===== config.mk =====
export PLATFORM = sky130hd
export DESIGN_NAME = cmpctl_top
export DESIGN_NICKNAME = d
export VERILOG_FILES = /design/src/rtl/cmpctl_top.v /design/src/rtl/cmpctl_cycle_tick.v
export VERILOG_INCLUDE_DIRS = /design/src /design/src/rtl
export SDC_FILE = /design/constraint.sdc
export NUM_CORES = 1
export LEC_CHECK = 0
export ABC_CLOCK_PERIOD_IN_PS = 1900
export BUFFER_PORTS_ARGS = -buffer_cell sky130_fd_sc_hd__buf_4
export CAP_MARGIN = 20
export CORE_UTILIZATION = 35
export DETAILED_ROUTE_END_ITERATION = 16
export SETUP_SLACK_MARGIN = 0.3
export SKIP_LAST_GASP = 1
export SLEW_MARGIN = 20
export SYNTH_ARGS = -nofsm -noshare
export SYNTH_HDL_FRONTEND = slang
export SYNTH_HIERARCHICAL = 1
export SYNTH_SLANG_ARGS = --single-unit

===== constraint.sdc =====
create_clock -name ref_clk -period 1.9 [get_ports ref_clk]
set_input_delay 0.285 -clock ref_clk [delete_from_list [all_inputs] [get_ports ref_clk]]
set_output_delay 0.285 -clock ref_clk [all_outputs]
set_load 0.02 [all_outputs]

===== src/rtl/cmpctl_map.vh =====
`ifndef CMPCTL_MAP_VH
`define CMPCTL_MAP_VH

// ----------------------------------------------------------------
// Register offsets
// ----------------------------------------------------------------
`define CMPCTL_ADDR_CTRL0   8'h9D
`define CMPCTL_ADDR_CTRL1   8'h9E
`define CMPCTL_ADDR_MIRROR  8'h9F
`define CMPCTL_ADDR_STATUS  8'hA0
`define CMPCTL_ADDR_MASK    8'hA1

// ----------------------------------------------------------------
// Reset values
// ----------------------------------------------------------------
`define CMPCTL_RST_CTRL0    8'h04
`define CMPCTL_RST_CTRL1    8'h00
`define CMPCTL_RST_MASK     8'h00

// ----------------------------------------------------------------
// Control register zero fields
// ----------------------------------------------------------------
`define CMPCTL_C0_ENABLE    7
`define CMPCTL_C0_RESULT    6
`define CMPCTL_C0_PINEN     5
`define CMPCTL_C0_INVERT    4
`define CMPCTL_C0_SPEED     2
`define CMPCTL_C0_HYST      1
`define CMPCTL_C0_SYNC      0

// ----------------------------------------------------------------
// Control register one fields
// ----------------------------------------------------------------
`define CMPCTL_C1_RISE      7
`define CMPCTL_C1_FALL      6
`define CMPCTL_C1_POS_HI    4
`define CMPCTL_C1_POS_LO    3
`define CMPCTL_C1_NEG_HI    1
`define CMPCTL_C1_NEG_LO    0

// ----------------------------------------------------------------
// Mirror and status fields
// ----------------------------------------------------------------
`define CMPCTL_MIR_RESULT   0
`define CMPCTL_ST_RISE      0
`define CMPCTL_ST_FALL      1

// ----------------------------------------------------------------
// Timing
// ----------------------------------------------------------------
`define CMPCTL_CLKS_PER_CYCLE 4

`endif


===== src/rtl/cmpctl_top.v =====
`timescale 1ns/1ps
`include "cmpctl_map.vh"

// Function
// - Comparator runs only while enable set
// - Result readable in control and mirror
// - Pin driven when pin enable, output direction, enable
// - Pin enable overrides data latch regardless
// - Internal result registered once per instruction cycle
// - Pin gets raw result, not registered
// - Invert bit flips the reported result
// - Speed select resets to normal speed
// - Hysteresis follows hysteresis enable bit
// - Result offered as counter gate source
// - Edge select: rising, falling or both
// - Positive and negative input select fields
module cmpctl_top #(
    parameter CLKS_PER_CYCLE = `CMPCTL_CLKS_PER_CYCLE
) (
    // Clock and reset
    input  wire       ref_clk,
    input  wire       arst_n,
    // Register port
    input  wire [7:0] regAddr,
    input  wire [7:0] regWdata,
    input  wire       regWr,
    input  wire       regRd,
    output reg  [7:0] regRdata,
    // Analog front end
    input  wire       analogRaw,
    output wire       analogEnable,
    output wire       speedPowerSelect,
    output wire       hysteresisEnable,
    output wire [1:0] positiveInput,
    output wire [1:0] negativeInput,
    // Port pin
    input  wire       pinDirectionBit,
    input  wire       portLatch,
    output wire       pinOut,
    output wire       pinOe,
    // Counter gate
    output wire       gateSource,
    output wire       gateSyncEnable,
    // Interrupt
    output wire       irq
);

    // ------------------------------------------------------------
    // Registers
    // ------------------------------------------------------------
    reg  [7:0] compControlZero;
    reg  [7:0] compControlOne;
    reg  [1:0] status;
    reg  [1:0] mask;
    reg        resultSync;
    reg        resultPrev;

    wire       tick;
    wire       compEnable   = compControlZero[`CMPCTL_C0_ENABLE];
    wire       resultInvert = compControlZero[`CMPCTL_C0_INVERT];
    wire       resultPinEn  = compControlZero[`CMPCTL_C0_PINEN];

    cmpctl_cycle_tick #(
        .CLKS (CLKS_PER_CYCLE)
    ) uTick (
        .ref_clk (ref_clk),
        .arst_n  (arst_n),
        .tick    (tick)
    );

    // ------------------------------------------------------------
    // Result path
    // ------------------------------------------------------------
    // A disabled comparator reads as low rather than a floating value.
    wire compResult = compEnable & (analogRaw ^ resultInvert);

    // Sampled only on the cycle tick so the gate, reads and edge flags see one value per cycle.
    always @(posedge ref_clk or negedge arst_n) begin
        if (!arst_n) begin
            resultSync <= 1'b0;
            resultPrev <= 1'b0;
        end else if (tick) begin
            resultSync <= compResult;
            resultPrev <= resultSync;
        end
    end

    wire riseEvent = tick & resultSync & ~resultPrev & compControlOne[`CMPCTL_C1_RISE];
    wire fallEvent = tick & ~resultSync & resultPrev & compControlOne[`CMPCTL_C1_FALL];

    assign analogEnable     = compEnable;
    assign speedPowerSelect = compControlZero[`CMPCTL_C0_SPEED];
    assign hysteresisEnable = compControlZero[`CMPCTL_C0_HYST];
    assign positiveInput    = compControlOne[`CMPCTL_C1_POS_HI:`CMPCTL_C1_POS_LO];
    assign negativeInput    = compControlOne[`CMPCTL_C1_NEG_HI:`CMPCTL_C1_NEG_LO];

    // ------------------------------------------------------------
    // Pin and gate
    // ------------------------------------------------------------
    // The raw result goes out so the pin sees no instruction-cycle delay.
    assign pinOut = resultPinEn ? compResult : portLatch;
    assign pinOe  = ~pinDirectionBit & (resultPinEn ? compEnable : 1'b1);
    assign gateSource     = resultSync;
    assign gateSyncEnable = compControlZero[`CMPCTL_C0_SYNC];

    // ------------------------------------------------------------
    // Register writes and interrupt flags
    // ------------------------------------------------------------
    always @(posedge ref_clk or negedge arst_n) begin
        if (!arst_n) begin
            compControlZero <= `CMPCTL_RST_CTRL0;
            compControlOne  <= `CMPCTL_RST_CTRL1;
            mask            <= 2'h0;
        end else if (regWr) begin
            if (regAddr == `CMPCTL_ADDR_CTRL0) begin
                compControlZero <= regWdata & 8'hB7;
            end else if (regAddr == `CMPCTL_ADDR_CTRL1) begin
                compControlOne <= regWdata & 8'hDB;
            end else if (regAddr == `CMPCTL_ADDR_MASK) begin
                mask <= regWdata[1:0];
            end
        end
    end

    // A read clears the flags, but an edge in that same cycle still lands.
    wire statusRead = regRd & (regAddr == `CMPCTL_ADDR_STATUS);

    always @(posedge ref_clk or negedge arst_n) begin
        if (!arst_n) begin
            status <= 2'h0;
        end else begin
            status[`CMPCTL_ST_RISE] <= riseEvent |
                (status[`CMPCTL_ST_RISE] & ~statusRead);
            status[`CMPCTL_ST_FALL] <= fallEvent |
                (status[`CMPCTL_ST_FALL] & ~statusRead);
        end
    end

    assign irq = |(status & mask);

    // ------------------------------------------------------------
    // Read data
    // ------------------------------------------------------------
    always @(posedge ref_clk or negedge arst_n) begin
        if (!arst_n) begin
            regRdata <= 8'h00;
        end else if (regRd) begin
            if (regAddr == `CMPCTL_ADDR_CTRL0) begin
                regRdata <= {compControlZero[7], resultSync, compControlZero[5:0]};
            end else if (regAddr == `CMPCTL_ADDR_CTRL1) begin
                regRdata <= compControlOne;
            end else if (regAddr == `CMPCTL_ADDR_MIRROR) begin
                regRdata <= {7'h00, resultSync};
            end else if (regAddr == `CMPCTL_ADDR_STATUS) begin
                regRdata <= {6'h00, status};
            end else if (regAddr == `CMPCTL_ADDR_MASK) begin
                regRdata <= {6'h00, mask};
            end else begin
                regRdata <= 8'h00;
            end
        end else begin
            regRdata <= 8'h00;
        end
    end

endmodule // cmpctl_top


===== src/rtl/cmpctl_cycle_tick.v =====
`timescale 1ns/1ps

// Divides the clock into instruction cycles, one tick pulse per cycle.
module cmpctl_cycle_tick #(
    parameter CLKS = 4
) (
    // Clock and reset
    input  wire ref_clk,
    input  wire arst_n,
    // Tick
    output wire tick
);

    reg  [7:0] count;

    always @(posedge ref_clk or negedge arst_n) begin
        if (!arst_n) begin
            count <= 8'h00;
        end else if (count == CLKS[7:0] - 8'h01) begin
            count <= 8'h00;
        end else begin
            count <= count + 8'h01;
        end
    end

    assign tick = (count == CLKS[7:0] - 8'h01);

endmodule // cmpctl_cycle_tick


==> out/metrics.yaml <==
run_status: "finished clean"
avgSynthCellArea_sq_um: 12.4
syn_to_final_growth_pct: 33.3
first_pass_iters: 4
ys_ff_latch: 34
dpl.hpwl_um: 2480
fillers: 377
drc: 0
tightestPinTransition_ps: 444
ys_top_cells_by_area: "dfrtp_1, mux2_2, xnor2_1"
cp_max_fo: 3
synth_top_area_share_pct: 52.8
start_util_pct: 37.8
gp_congestion: 0.784
yosysSeqAreaShare_pct: 54.4
cp-start-kind: "register"
row_count: 23
slowest_delay_ps: 530
drt_wl_total_um: 3410
combPwrFrac_pct: 10.3
cpMaxStageDelayCell: "or4_4"
wl_per_cell_um: 14.8
p_clk_share_pct: 37.7
cts_root_buf: "clkbuf_8"
via_count: 1158
cts_made_buffers: 5
grt_pass1_wl_um: 5110
timing.final.hold_violations: 0
p_seq_share_pct: 52.0
layout_min_cycle_time_ps: 1670
design_area_sq_um: 2090
holdWs_ps: 227
rsz0062_at_grt: "yes"
yosysWarnings: 6
async_reset_ff_share_pct: 100
io_buffer_count: 42
min_period_over_period_pct: 88.1
clock_skew_ps: 2.56
grt_max_degree: 35
numClockSinks: 34
hold_path_class: "in2reg"
htreeDepth: 2
ant_nets: 0
grt_pass1_vias: 1097
clkTransAtPathRegs_ps: 70
p_switching_w: 0.000346
chipWidth_um: 68.9
synth_edf_count: 0
die-height_um: 68.9
cp.arrival_ps: 1850
synth_ff_type: "dfrtp_1"
coreArea_sq_um: 4140
crit_chain: "or4_4 -> nor3_4 -> and2_4 -> mux2_4"
final-setup-viol-count: 0
clk-insertion-delay-late_ps: 280
p_int_w: 0.00111
nNetsFinal: 203
setup_tns_ps: 0
antennaDiodeCount: 0
drtIter0Drc: 61
grt_overflow: 0
ir_drop_mv: 0.345
ios: 43
cellLeakagePower_nw: 1.03
worstSetupPathType: "reg2reg"
drive_above_1_share_pct: 47.8
maxSlewHeadroom_pct: 70.0
antenna_found_initial: 0
cap_violations: 0
switching_share_pct: 23.7
cts_tree: "yes"
fp.dieArea_sq_um: 4740
slew_viol_final: 0
end_kind: "register"
clock_path_buffers: 2
grt.total_usage_pct: 15.4
placed_area_sq_um: 1910
p_per_area_nw_per_um2: 700
synth_cell_type_count: 35
fmax_mhz: 597
syn_inst: 126
synth_top_area_cell: "dfrtp_1"
synth_nets: 150
syn_area_sq_um: 1570
critPathRequiredTime_ps: 2070
vias_per_cell: 5.03
[flip-flops by register name, summed over array words and instances, names as in the netlist]
| name | flops |
|---|---|
| compControlZero | 6 |
| gateSource | 1 |
| status | 2 |
| mask | 2 |
| uTick/count | 8 |
| regRdata | 8 |
| compControlOne | 6 |
| resultPrev | 1 |
[critical path, delay by kind of cell (launching register included)]
kind / cells / cell delay [ps]
simple gates: 3 / 860
mux: 1 / 300
flops: 1 / 400
[repair_timing]
action                     in CTS  in global routing
setup endpoints to repair       4                  5
buffers inserted                5                  3
pin swaps                       4                  4
resized for setup               3                  3
hold endpoints to repair       33                  0
hold buffers                    1                  0
[cell type report]
type / count / area [sq um] / area share (%)
clock buffers: 7 / 86.3 / 4.14
clock inverters: 1 / 5.00 / 0.240
inverters: 4 / 15.0 / 0.719
multi-input cells: 83 / 677 / 32.4
flip-flops and latches: 34 / 852 / 40.8
well taps: 50 / 62.6 / 3.00
repair buffers: 51 / 389 / 18.6
[per-layer routing]
metal  track usage, %  routed length (um)
met2             24.6                1640
met1             19.4                1490
met3             4.11                 230
met5                0                   0
met4             6.89                  58
[power groups by stage]
stage	logic (W)	registers, W	clock network [W]
3_5_place_dp	0.000146	0.000774	0
4_1_cts	0.000151	0.000760	0.000561
2_1_floorplan	0.0000632	0.000775	0
6_report	0.000150	0.000760	0.000550
5_1_grt	0.000165	0.000763	0.000595
3_3_place_gp	0.000143	0.000772	0
[final timing paths]
kind,cells after the start,to,slack [ps],from
max,4,resultPrev$_DFFE_PN0P_,230,uTick/count[6]$_DFF_PN0_
min,2,compControlOne[6]$_DFFE_PN0P_,230,regWdata[6]
max reg2reg,4,resultPrev$_DFFE_PN0P_,230,uTick/count[6]$_DFF_PN0_
min reg2reg,1,uTick/count[3]$_DFF_PN0_,520,uTick/count[3]$_DFF_PN0_
max in group asynchronous,2,compControlZero[2]$_DFFE_PN1P_,1100,arst_n
min in group asynchronous,2,compControlOne[0]$_DFFE_PN0P_,470,arst_n
[cell usage after synthesis, types with 2 or more instances]
master and count:
dfrtp_1 33, mux2_2 17, nand3_1 6, nor2_1 6, xnor2_1 6, a21oi_1 5, nand2_1 5, and3_1 4
buf_4 4, inv_1 4, o21ai_0 4, a22oi_1 3, a31oi_1 2, and2b_2 2, mux2i_1 2, nand3_4 2
nand4b_1 2, or3_1 2
[cell families (layout without fill, tap and decap cells)]
group | after synthesis | after routing | share of synthesized area, %
AND/OR/NAND/NOR | 40 | 40 | 18.2
buffers and inverters | 9 | 63 | 3.20
XOR/XNOR | 6 | 6 | 3.36
flip-flops | 34 | 34 | 54.4
multiplexers | 19 | 19 | 13.5
adder cells (fa/ha/maj) | 1 | 1 | 0.799
AO/OA/AOI/OAI | 17 | 17 | 6.47
[placed cells by master, fill, tap and decap left out, types with 2 or more instances in the layout]
master | netlist | final
a21oi_1 | 5 | 5
a22oi_1 | 3 | 3
a31oi_1 | 2 | 2
and2_4 | 1 | 2
and2b_2 | 2 | 2
and3_1 | 4 | 4
buf_4 | 4 | 49
clkbuf_8 | 0 | 6
dfrtp_1 | 33 | 33
inv_1 | 4 | 4
mux2_2 | 17 | 14
mux2_4 | 0 | 3
mux2i_1 | 2 | 2
nand2_1 | 5 | 5
nand3_1 | 6 | 6
nand3_4 | 2 | 2
nand4b_1 | 2 | 2
nor2_1 | 6 | 6
o21ai_0 | 4 | 2
o21ai_1 | 1 | 3
or3_1 | 2 | 2
xnor2_1 | 6 | 6
[metrics by stage]
step	util (%)	power, W	worst slack [ps]	instances
after CTS	49.6	0.00147	160	227
final	50.4	0.00146	225	230
after global placement	46.1	0.000915	173	213
after floorplan	-	0.000838	207	126
after global routing	50.4	0.00152	188	230
after detailed placement	46.1	0.000919	132	213
Note: power is estimated with default switching activity, not from simulation.
